===== config.mk =====
export PLATFORM = sky130hd
export DESIGN_NAME = rtc_timekeeping_alarm
export DESIGN_NICKNAME = d
export VERILOG_FILES = /design/src/logic/rtc_pkg.sv /design/src/logic/rtc_divider.sv /design/src/logic/rtc_alarm.sv /design/src/logic/rtc_timekeeping_alarm.sv
export SDC_FILE = /design/constraint.sdc
export NUM_CORES = 1
export LEC_CHECK = 0
export BUFFER_PORTS_ARGS = -buffer_cell sky130_fd_sc_hd__buf_2
export CORE_ASPECT_RATIO = 0.75
export CORE_UTILIZATION = 40
export DETAILED_ROUTE_END_ITERATION = 12
export GPL_ROUTABILITY_DRIVEN = 0
export MAX_ROUTING_LAYER = met4
export PLACE_DENSITY = 0.65
export SETUP_SLACK_MARGIN = 0.15
export SLEW_MARGIN = 20
export SYNTH_ARGS = -nofsm -noshare
export SYNTH_HDL_FRONTEND = slang
export SYNTH_HIERARCHICAL = 1
export SYNTH_SLANG_ARGS = --single-unit

===== constraint.sdc =====
create_clock -name core_clk -period 5.7 [get_ports core_clk]
set_input_delay 1.14 -clock core_clk [delete_from_list [all_inputs] [get_ports core_clk]]
set_output_delay 1.14 -clock core_clk [all_outputs]
set_load 0.01 [all_outputs]

===== src/logic/rtc_pkg.sv =====
// constants, field layouts and BCD helpers shared by the real-time clock files
// assumes a single core clock domain; the 32.768 kHz source arrives as a one-cycle tick
package rtc_pkg;

   // slow oscillator and divider
   localparam int OSC_HZ = 32768;
   localparam int DIV_STAGES = 15;
   localparam int SQ16_BIT = 10;

   // register indices within the block
   localparam logic [3:0] SEC_IDX = 4'h0;
   localparam logic [3:0] MIN_IDX = 4'h1;
   localparam logic [3:0] HOUR_IDX = 4'h2;
   localparam logic [3:0] WDAY_IDX = 4'h3;
   localparam logic [3:0] DATE_IDX = 4'h4;
   localparam logic [3:0] MONTH_IDX = 4'h5;
   localparam logic [3:0] YEAR_IDX = 4'h6;
   localparam logic [3:0] PAGE_IDX = 4'h7;
   localparam logic [3:0] RESET_IDX = 4'h8;

   // page register fields
   localparam int PAGE_BIT = 0;
   localparam int ALM_EN_BIT = 2;
   localparam int TMR_EN_BIT = 3;
   localparam int ADJUST_BIT = 4;
   localparam int INT_EN_BIT = 7;

   // reset register fields
   localparam int ALM_CLR_BIT = 4;
   localparam int TMR_RST_BIT = 5;
   localparam int DIS16_BIT = 6;
   localparam int DIS1_BIT = 7;

   // field masks
   localparam logic [7:0] SEC_MASK = 8'h7f;
   localparam logic [7:0] HOUR_MASK = 8'h3f;
   localparam logic [7:0] WDAY_MASK = 8'h07;
   localparam logic [7:0] DATE_MASK = 8'h3f;
   localparam logic [7:0] MONTH_MASK = 8'h1f;

   // limits and power-on values
   localparam logic [7:0] SEC_LAST = 8'h59;
   localparam logic [7:0] HALF_MIN = 8'h30;
   localparam logic [7:0] HOUR24_LAST = 8'h23;
   localparam logic [4:0] HOUR12_LAST = 5'h11;
   localparam logic [7:0] PM_FLAG = 8'h20;
   localparam logic [7:0] WDAY_LAST = 8'h06;
   localparam logic [7:0] MONTH_LAST = 8'h12;
   localparam logic [7:0] YEAR_LAST = 8'h99;
   localparam logic [7:0] FIRST_ONE = 8'h01;
   localparam logic [7:0] ZERO8 = 8'h00;
   localparam logic [1:0] LEAP_YEAR = 2'b00;

   function automatic logic [7:0] bcd_inc(input logic [7:0] v);
      if (v[3:0] == 4'h9) begin
         return {v[7:4] + 4'h1, 4'h0};
      end
      return {v[7:4], v[3:0] + 4'h1};
   endfunction

   function automatic logic [7:0] days_in_month(input logic [7:0] mon, input logic [1:0] leap);
      unique case (mon)
         8'h02: return (leap == LEAP_YEAR) ? 8'h29 : 8'h28;
         8'h04, 8'h06, 8'h09, 8'h11: return 8'h30;
         default: return 8'h31;
      endcase
   endfunction

endpackage


===== src/logic/rtc_divider.sv =====
// fifteen-stage binary divider from the slow-oscillator tick to the 1 Hz carry
// assumes osc_tick is a one-cycle pulse per slow-oscillator period, in core_clk domain
`timescale 1ns/10ps
`default_nettype none
module rtc_divider import rtc_pkg::*; #(
   parameter int STAGES = DIV_STAGES
) (
   // clocking
   input wire logic core_clk,
   input wire logic por,
   input wire logic ce,
   // control
   input wire logic osc_tick,
   input wire logic clear,
   // results
   output logic carry,
   output logic one_hz,
   output logic one_hz_fall,
   output logic sixteen_hz,
   output logic sixteen_hz_fall
);
   logic [STAGES-1:0] count;
   localparam logic [STAGES-1:0] ALL_ONES = '1;
   localparam logic [STAGES-1:0] HALF_WAY = ALL_ONES >> 1;
   localparam logic [SQ16_BIT-1:0] SQ16_ONES = '1;

   // clearing restarts a full second before the next wrap
   always_ff @(posedge core_clk) begin
      if (por || (ce && clear)) begin
         count <= '0;
      end else if (ce && osc_tick) begin
         count <= count + 1'b1;
      end
   end

   // 1 Hz wave is high for the first half second, so the wrap is its rising edge
   assign one_hz = ~count[STAGES-1];
   assign sixteen_hz = ~count[SQ16_BIT];
   assign carry = osc_tick && !clear && (count == ALL_ONES);
   assign one_hz_fall = osc_tick && !clear && (count == HALF_WAY);
   assign sixteen_hz_fall = osc_tick && !clear && !count[SQ16_BIT]
                          && (count[SQ16_BIT-1:0] == SQ16_ONES);
endmodule
`default_nettype wire


===== src/logic/rtc_alarm.sv =====
// alarm field store with don't-care tracking and the match comparator
// assumes field writes are one-cycle strobes qualified by the alarm page
`timescale 1ns/10ps
`default_nettype none
module rtc_alarm import rtc_pkg::*; (
   // clocking
   input wire logic core_clk,
   input wire logic por,
   input wire logic ce,
   // control
   input wire logic clear,
   input wire logic wr_min,
   input wire logic wr_hour,
   input wire logic wr_wday,
   input wire logic wr_date,
   input wire logic [7:0] wr_data,
   // current time
   input wire logic [7:0] cur_min,
   input wire logic [7:0] cur_hour,
   input wire logic [7:0] cur_wday,
   input wire logic [7:0] cur_date,
   // results
   output logic [7:0] alm_min,
   output logic [7:0] alm_hour,
   output logic [7:0] alm_wday,
   output logic [7:0] alm_date,
   output logic match
);
   logic [3:0] armed;

   always_ff @(posedge core_clk) begin
      if (por || (ce && clear)) begin
         armed <= 4'h0;
      end else if (ce) begin
         armed <= armed | {wr_date, wr_wday, wr_hour, wr_min};
      end
   end

   always_ff @(posedge core_clk) begin
      if (por || (ce && clear)) begin
         alm_min <= ZERO8;
         alm_hour <= ZERO8;
         alm_wday <= ZERO8;
         alm_date <= ZERO8;
      end else if (ce) begin
         if (wr_min) alm_min <= wr_data & SEC_MASK;
         if (wr_hour) alm_hour <= wr_data & HOUR_MASK;
         if (wr_wday) alm_wday <= wr_data & WDAY_MASK;
         if (wr_date) alm_date <= wr_data & DATE_MASK;
      end
   end

   // unwritten fields always count as matching
   assign match = (!armed[0] || alm_min == cur_min) && (!armed[1] || alm_hour == cur_hour)
               && (!armed[2] || alm_wday == cur_wday) && (!armed[3] || alm_date == cur_date);
endmodule
`default_nettype wire


===== src/logic/rtc_timekeeping_alarm.sv =====
// calendar real-time clock: carry hold, BCD calendar, alarm pin and interrupt flag
// assumes host register writes and reads arrive as plain strobes in the core_clk domain;
// por initialises the clock state, rst only the interrupt enable
`timescale 1ns/10ps
`default_nettype none
module rtc_timekeeping_alarm import rtc_pkg::*; #(
   parameter int STAGES = DIV_STAGES
) (
   // clocking and resets
   input wire logic core_clk,
   input wire logic rst,
   input wire logic por,
   input wire logic ce,
   // slow oscillator tick
   input wire logic osc_tick,
   // register write port
   input wire logic wr_en,
   input wire logic [3:0] wr_addr,
   input wire logic [7:0] wr_data,
   // register read port
   input wire logic [3:0] rd_addr,
   output logic [7:0] rd_data,
   // interrupt
   input wire logic irq_clear,
   output logic rtc_interrupt,
   output logic rtc_irq_flag,
   // alarm output, active low on a match
   output logic alarm_pin
);
   // time state
   logic [7:0] sec, min, hour, wday, date, month, year;
   logic [1:0] leap_state;
   logic hour_24;
   // control state
   logic page, alarm_enable, timer_carry_enable, int_enable;
   logic one_hz_disable, sixteen_hz_disable;
   logic carry_hold;
   // next values
   logic [7:0] next_sec, next_min, next_hour, next_wday, next_date, next_month, next_year;
   logic [1:0] next_leap;
   logic step_min, step_hour, step_day, step_month;
   // events and decode
   logic div_carry, one_hz, one_hz_fall, sixteen_hz, sixteen_hz_fall;
   logic apply_carry, adjust_req, timer_reset, alarm_clear;
   logic wr_page0, wr_page1, wr_page_reg, wr_reset_reg;
   logic [7:0] alm_min, alm_hour, alm_wday, alm_date;
   logic alarm_match, match_seen, alarm_hit, irq_event, mode_1hz, mode_16hz;

   assign wr_page_reg = wr_en && (wr_addr == PAGE_IDX);
   assign wr_reset_reg = wr_en && (wr_addr == RESET_IDX);
   assign wr_page0 = wr_en && !page;
   assign wr_page1 = wr_en && page;
   assign adjust_req = wr_page_reg && wr_data[ADJUST_BIT];
   assign timer_reset = wr_reset_reg && wr_data[TMR_RST_BIT];
   assign alarm_clear = wr_reset_reg && wr_data[ALM_CLR_BIT];

   rtc_divider #(
      .STAGES(STAGES)
   ) u_divider (
      .core_clk(core_clk),
      .por(por),
      .ce(ce),
      .osc_tick(osc_tick),
      .clear(timer_reset),
      .carry(div_carry),
      .one_hz(one_hz),
      .one_hz_fall(one_hz_fall),
      .sixteen_hz(sixteen_hz),
      .sixteen_hz_fall(sixteen_hz_fall)
   );

   rtc_alarm u_alarm (
      .core_clk(core_clk),
      .por(por),
      .ce(ce),
      .clear(alarm_clear),
      .wr_min(wr_page1 && wr_addr == MIN_IDX),
      .wr_hour(wr_page1 && wr_addr == HOUR_IDX),
      .wr_wday(wr_page1 && wr_addr == WDAY_IDX),
      .wr_date(wr_page1 && wr_addr == DATE_IDX),
      .wr_data(wr_data),
      .cur_min(min),
      .cur_hour(hour),
      .cur_wday(wday),
      .cur_date(date),
      .alm_min(alm_min),
      .alm_hour(alm_hour),
      .alm_wday(alm_wday),
      .alm_date(alm_date),
      .match(alarm_match)
   );

   // carries pass only while enabled; a held carry is delivered in the first enabled cycle, merged with any fresh carry there
   assign apply_carry = timer_carry_enable && (div_carry || carry_hold);

   always_ff @(posedge core_clk) begin
      if (por) begin
         carry_hold <= 1'b0;
      end else if (ce) begin
         if (div_carry && !timer_carry_enable) begin
            carry_hold <= 1'b1;
         end else if (apply_carry) begin
            carry_hold <= 1'b0;
         end
      end
   end

   // control bits of the page and reset registers survive system reset, except int_enable, which rst clears
   always_ff @(posedge core_clk) begin
      if (por) begin
         page <= 1'b0;
         alarm_enable <= 1'b0;
         timer_carry_enable <= 1'b1;
         one_hz_disable <= 1'b1;
         sixteen_hz_disable <= 1'b1;
      end else if (ce) begin
         if (wr_page_reg) begin
            page <= wr_data[PAGE_BIT];
            alarm_enable <= wr_data[ALM_EN_BIT];
            timer_carry_enable <= wr_data[TMR_EN_BIT];
         end
         if (wr_reset_reg) begin
            one_hz_disable <= wr_data[DIS1_BIT];
            sixteen_hz_disable <= wr_data[DIS16_BIT];
         end
      end
   end

   always_ff @(posedge core_clk) begin
      if (rst || por) begin
         int_enable <= 1'b0;
      end else if (ce && wr_page_reg) begin
         int_enable <= wr_data[INT_EN_BIT];
      end
   end

   // calendar cascade; adjust starts at the minutes and takes the place of a carry
   always_comb begin
      next_sec = sec;
      next_min = min;
      next_hour = hour;
      next_wday = wday;
      next_date = date;
      next_month = month;
      next_year = year;
      next_leap = leap_state;
      step_min = 1'b0;
      step_hour = 1'b0;
      step_day = 1'b0;
      step_month = 1'b0;
      if (adjust_req) begin
         next_sec = ZERO8;
         step_min = (sec >= HALF_MIN);
      end else if (apply_carry) begin
         if (sec == SEC_LAST) begin
            next_sec = ZERO8;
            step_min = 1'b1;
         end else begin
            next_sec = bcd_inc(sec);
         end
      end
      if (step_min) begin
         if (min == SEC_LAST) begin
            next_min = ZERO8;
            step_hour = 1'b1;
         end else begin
            next_min = bcd_inc(min);
         end
      end
      if (step_hour) begin
         if (hour_24) begin
            step_day = (hour == HOUR24_LAST);
            next_hour = step_day ? ZERO8 : bcd_inc(hour);
         end else if (hour[4:0] == HOUR12_LAST) begin
            // 11 o'clock rolls to 0 with the PM flag toggled; the day ends after 11 PM
            step_day = hour[5];
            next_hour = hour[5] ? ZERO8 : PM_FLAG;
         end else begin
            next_hour = {hour[7:5], 5'(bcd_inc({3'b000, hour[4:0]}))};
         end
      end
      if (step_day) begin
         next_wday = (wday == WDAY_LAST) ? ZERO8 : bcd_inc(wday);
         if (date == days_in_month(month, leap_state)) begin
            next_date = FIRST_ONE;
            step_month = 1'b1;
         end else begin
            next_date = bcd_inc(date);
         end
      end
      if (step_month) begin
         if (month == MONTH_LAST) begin
            next_month = FIRST_ONE;
            next_year = (year == YEAR_LAST) ? ZERO8 : bcd_inc(year);
            next_leap = leap_state + 2'b01;
         end else begin
            next_month = bcd_inc(month);
         end
      end
   end

   // time registers: host writes override the carry for the field written
   always_ff @(posedge core_clk) begin
      if (por) begin
         sec <= ZERO8;
         min <= ZERO8;
         hour <= ZERO8;
         wday <= ZERO8;
         date <= FIRST_ONE;
         month <= FIRST_ONE;
         year <= ZERO8;
         leap_state <= LEAP_YEAR;
         hour_24 <= 1'b1;
      end else if (ce) begin
         sec <= next_sec;
         min <= next_min;
         hour <= next_hour;
         wday <= next_wday;
         date <= next_date;
         month <= next_month;
         year <= next_year;
         leap_state <= next_leap;
         if (wr_page0) begin
            unique case (wr_addr)
               SEC_IDX: sec <= wr_data & SEC_MASK;
               MIN_IDX: min <= wr_data & SEC_MASK;
               HOUR_IDX: hour <= wr_data & HOUR_MASK;
               WDAY_IDX: wday <= wr_data & WDAY_MASK;
               DATE_IDX: date <= wr_data & DATE_MASK;
               MONTH_IDX: month <= wr_data & MONTH_MASK;
               YEAR_IDX: year <= wr_data;
               default: ;
            endcase
         end
         if (wr_page1 && wr_addr == MONTH_IDX) hour_24 <= wr_data[0];
         if (wr_page1 && wr_addr == YEAR_IDX) leap_state <= wr_data[1:0];
      end
   end

   // alarm pin source selection and interrupt events
   assign mode_1hz = !alarm_enable && !one_hz_disable && sixteen_hz_disable;
   assign mode_16hz = !alarm_enable && one_hz_disable && !sixteen_hz_disable;
   assign alarm_hit = alarm_enable && alarm_match && !match_seen;
   assign irq_event = alarm_hit || (mode_1hz && one_hz_fall)
                   || (mode_16hz && sixteen_hz_fall);

   always_ff @(posedge core_clk) begin
      if (por) begin
         match_seen <= 1'b0;
      end else if (ce) begin
         match_seen <= alarm_enable && alarm_match;
      end
   end

   always_ff @(posedge core_clk) begin
      if (por) begin
         alarm_pin <= 1'b1;
      end else if (ce) begin
         if (alarm_enable) begin
            alarm_pin <= !alarm_match;
         end else if (mode_1hz) begin
            alarm_pin <= one_hz;
         end else if (mode_16hz) begin
            alarm_pin <= sixteen_hz;
         end else begin
            alarm_pin <= 1'b1;
         end
      end
   end

   // the pending flag is not touched by rst so software must clear it after reset
   always_ff @(posedge core_clk) begin
      if (por) begin
         rtc_irq_flag <= 1'b0;
         rtc_interrupt <= 1'b0;
      end else if (ce) begin
         rtc_interrupt <= irq_event && int_enable;
         if (irq_event && int_enable) begin
            rtc_irq_flag <= 1'b1;
         end else if (irq_clear) begin
            rtc_irq_flag <= 1'b0;
         end
      end
   end

   // read port: one cycle latency, page selects time or alarm view
   always_ff @(posedge core_clk) begin
      if (por) begin
         rd_data <= ZERO8;
      end else if (ce) begin
         unique case (rd_addr)
            SEC_IDX: rd_data <= page ? ZERO8 : sec;
            MIN_IDX: rd_data <= page ? alm_min : min;
            HOUR_IDX: rd_data <= page ? alm_hour : hour;
            WDAY_IDX: rd_data <= page ? alm_wday : wday;
            DATE_IDX: rd_data <= page ? alm_date : date;
            MONTH_IDX: rd_data <= page ? {7'b000_0000, hour_24} : month;
            YEAR_IDX: rd_data <= page ? {6'b00_0000, leap_state} : year;
            PAGE_IDX: rd_data <= {int_enable, 3'b000, timer_carry_enable, alarm_enable,
                                  1'b0, page};
            default: rd_data <= ZERO8;
         endcase
      end
   end
endmodule
`default_nettype wire


==> impl_metrics.yaml <==
sta:
  finClkSkew_ns: 0.009463
  finalCriticalPeriod_ns: 4.588
  clock.fmax_mhz: 218.0
  rsz0062_at_grt: "false"
  slew-limit-headroom: 0.3170
  hold_violations: 0
  setup-tns-final_ns: 0
  setup_ws_ns: 1.112
  setup_viol: 0
  worst_hold_slack_ns: 0.4613
  tightest_slew_ns: 1.017
  period_share: 0.8049
  drv_slew: 0
clock_network:
  numCtsBuffers: 17
  clk_latency_ns: 0.43
  cts.sink_count: 119
  cts_root_buffer: "clkbuf_16"
  clkTransAtPathRegs_ns: 0.06
  cts_buffer_depth: 2
  htree_levels: 4
  cts_setup_buffers: 0
  cts_tree: "done"
  holdBufCountCts: 0
  cts-resized-gates: 0
place:
  post-place-ws_ns: 0.8505
  dp_hpwl_um: 19030
  io_buffers: 33
  dpl_cell_area_um2: 8252
yosys:
  syn_inst: 1066
  ys_seq_elements: 119
  seq_area_frac_synth: 0.2960
  synth-async-reset-ratio: 0
  netlist_area_um2: 8048
  yosys_warnings: 6
  synthFlopType: "dfxtp_1"
  syn_area_per_cell_um2: 7.549
  synth_edf_count: 0
  synth_cell_types: 80
power_and_ir_drop:
  ir_drop_v: 0.0001341
  power_density_nw_per_um2: 245.2
  switchingPower_mw: 0.5767
  swShare: 0.2653
  leakage_nw: 3.125
  p_comb_frac: 0.079
  internal-power_mw: 1.597
  p_seq_frac: 0.397
  clkPwrFrac: 0.524
global_route:
  overflow: 0
  grt_use_total: 0.2797
  antenna_found_initial: 0
  grt_max_degree: 84
  grt_pass1_wl_um: 43410
  grt_pass1_vias: 7377
setup_path:
  crit_buf_inv: 1
  cp_max_fo: 11
  cpMaxStageDelayCell: "or4_1"
  criticalPathCategory: "in -> reg"
  required_ns: 6.01
  critPathLaunchType: "primary input"
  cp.arrival_ns: 4.90
  crit_path_end_kind: "flip-flop"
  path_cells: "buf_2 -> nor4_1 -> and2_1 -> or4_4 -> nor3_1 -> o21a_1 -> and4_1 -> o2111ai_1 -> or4_1 -> a31oi_1 -> o31ai_1"
  critPathTopFamily: "simple AND/OR/NAND/NOR gates"
  critPathMaxStageDelay_ns: 0.72
route:
  drc: 0
  drt_wl_total_um: 27810
  vias: 8406
  highest_layer: "met4"
  avgViaCountPerCell: 6.378
  drt-met1-wl_um: 12660
  drt-initial-drc-count: 1217
  final_antenna_net_count: 0
  first_pass_iters: 6
  drt-wirelength-per-cell_um: 21.10
  dr_wl_met3_um: 3163
  wl_met2_um: 11320
die:
  coreArea_um2: 19540
  die_height_um: 124.8
  rows: 44
  die_w_um: 165.8
  io_pins: 34
  dieArea_um2: 20700
  start_util: 0.4118
status:
  status: "completed"
job:
  cap_violations: 0
finish:
  area_delta_synth_final_pct: 10.15
  diodes: 0
  final_net_count: 1104
  n_fill_cell: 1916
  layout-drive-gt1-share: 0.09296
  postLayoutCellArea_um2: 8865
min_path:
  hold_path.class: "reg -> reg"
-- sequential cells by signal, summed over array words and instances, names as in the netlist, 7 cells and up --
signal	flops
year	8
u_divider/count	15
hour	8
month	8
sec	8
wday	8
min	8
rd_data	8
u_alarm/alm_min	7
date	8
-- metrics by stage --
step                std cells  utilization  power (mW)
finish                   1318       0.4536       2.174
floorplan                1075            -      0.9862
global placement         1286       0.4222       1.045
CTS                      1318       0.4536       2.183
global route             1318       0.4536       2.241
detailed placement       1286       0.4222       1.046
-- synthesized netlist by cell type (all sizes together), types with 6 or more instances --
library cell | count | area, µm²
a31oi | 12 | 75.07
a21oi | 85 | 436.7
buf | 23 | 161.4
nand2b | 9 | 56.30
mux2i | 13 | 130.1
and3b | 6 | 52.55
and3 | 13 | 81.33
clkbuf | 60 | 225.2
nor2 | 86 | 322.8
o31ai | 12 | 90.09
or3 | 12 | 80.08
nand3 | 71 | 355.3
inv | 34 | 127.6
xor2 | 15 | 131.4
mux2 | 10 | 112.6
ha | 29 | 362.9
nor2b | 10 | 70.06
a21o | 6 | 45.04
and2 | 10 | 62.56
o21a | 6 | 45.04
nor3 | 34 | 175.2
a22oi | 27 | 202.7
or4 | 9 | 71.32
o21ai | 59 | 295.3
xnor2 | 17 | 148.9
o211ai | 13 | 97.59
a211oi | 15 | 112.6
nor4 | 16 | 106.4
nor3b | 7 | 57.55
nand2 | 116 | 435.4
dfxtp | 119 | 2382
nand4 | 24 | 162.7
-- routing by layer --
layer,up-vias,global-route usage
met1,3987,0.3863
met5,-,-
met3,55,0.09501
met2,467,0.3771
met4,0,0.08576
li1,3897,-
-- tightest hold or removal path, delay by kind of cell, from the launching register on --
family	cells	cell delay (ns)
compound gates	1	0.05
flops	1	0.31
simple gates	1	0.06
-- cell families (layout without fill, tap and decap cells) --
| logic type | count (synthesis) | after routing | share of synthesized area |
|---|---|---|---|
| and+or+nand+nor | 447 | 447 | 0.2865 |
| AOI/OAI and AO/OA | 297 | 297 | 0.2425 |
| DFF | 119 | 119 | 0.2960 |
| buffers and inverters | 118 | 108 | 0.06436 |
| xor gates and xnor gates | 32 | 32 | 0.03483 |
| adders and majority gates | 29 | 29 | 0.04509 |
| muxes | 23 | 23 | 0.03016 |
| other | 1 | 10 | 0.0004660 |
-- worst paths after layout --
path                                        start                      end  slack (ns)  depth (start not counted)
setup / recovery                       wr_addr[1]    month[7]$_SDFFE_PP0P_        1.11                         11
hold / removal            match_seen$_SDFFE_PP0P_  match_seen$_SDFFE_PP0P_        0.46                          2
setup reg to reg  u_divider/count[0]$_SDFFE_PP0P_    month[7]$_SDFFE_PP0P_        1.57                         10
hold reg to reg           match_seen$_SDFFE_PP0P_  match_seen$_SDFFE_PP0P_        0.46                          2
-- layout make-up --
| cell class | count | area [µm²] | share of cell area |
|---|---|---|---|
| multi-input cells | 838 | 5194 | 0.5859 |
| well taps | 253 | 316.6 | 0.03571 |
| repair buffers | 41 | 227.7 | 0.02569 |
| inverters | 35 | 131.4 | 0.01482 |
| flip-flops and latches | 119 | 2382 | 0.2687 |
| clock inverters | 13 | 170.2 | 0.01920 |
| clock buffers | 19 | 442.9 | 0.04996 |
-- power by group through the flow --
stage	Combinational [mW]	Clock [mW]	Sequential (mW)
2_1_floorplan	0.114	0	0.872
3_5_place_dp	0.165	0	0.881
5_1_grt	0.183	1.19	0.865
3_3_place_gp	0.164	0	0.881
6_report	0.171	1.14	0.864
4_1_cts	0.166	1.15	0.863
-- cells in the final DEF (no fill, tap or decap), drive strengths merged, types with 10 or more instances in the layout --
cell,count
nand3,71
dfxtp,119
o31ai,12
ha,29
o211ai,13
a211oi,15
nor2,86
xnor2,17
nand2,116
conb,10
nor3,34
nor2b,10
nand4,24
buf,41
and3,13
mux2i,13
xor2,15
a31oi,12
a21oi,85
clkbuf,19
o21ai,59
and2,10
or3,12
a22oi,27
mux2,10
nor4,16
inv,38
Note: power is estimated with default switching activity, not from simulation.
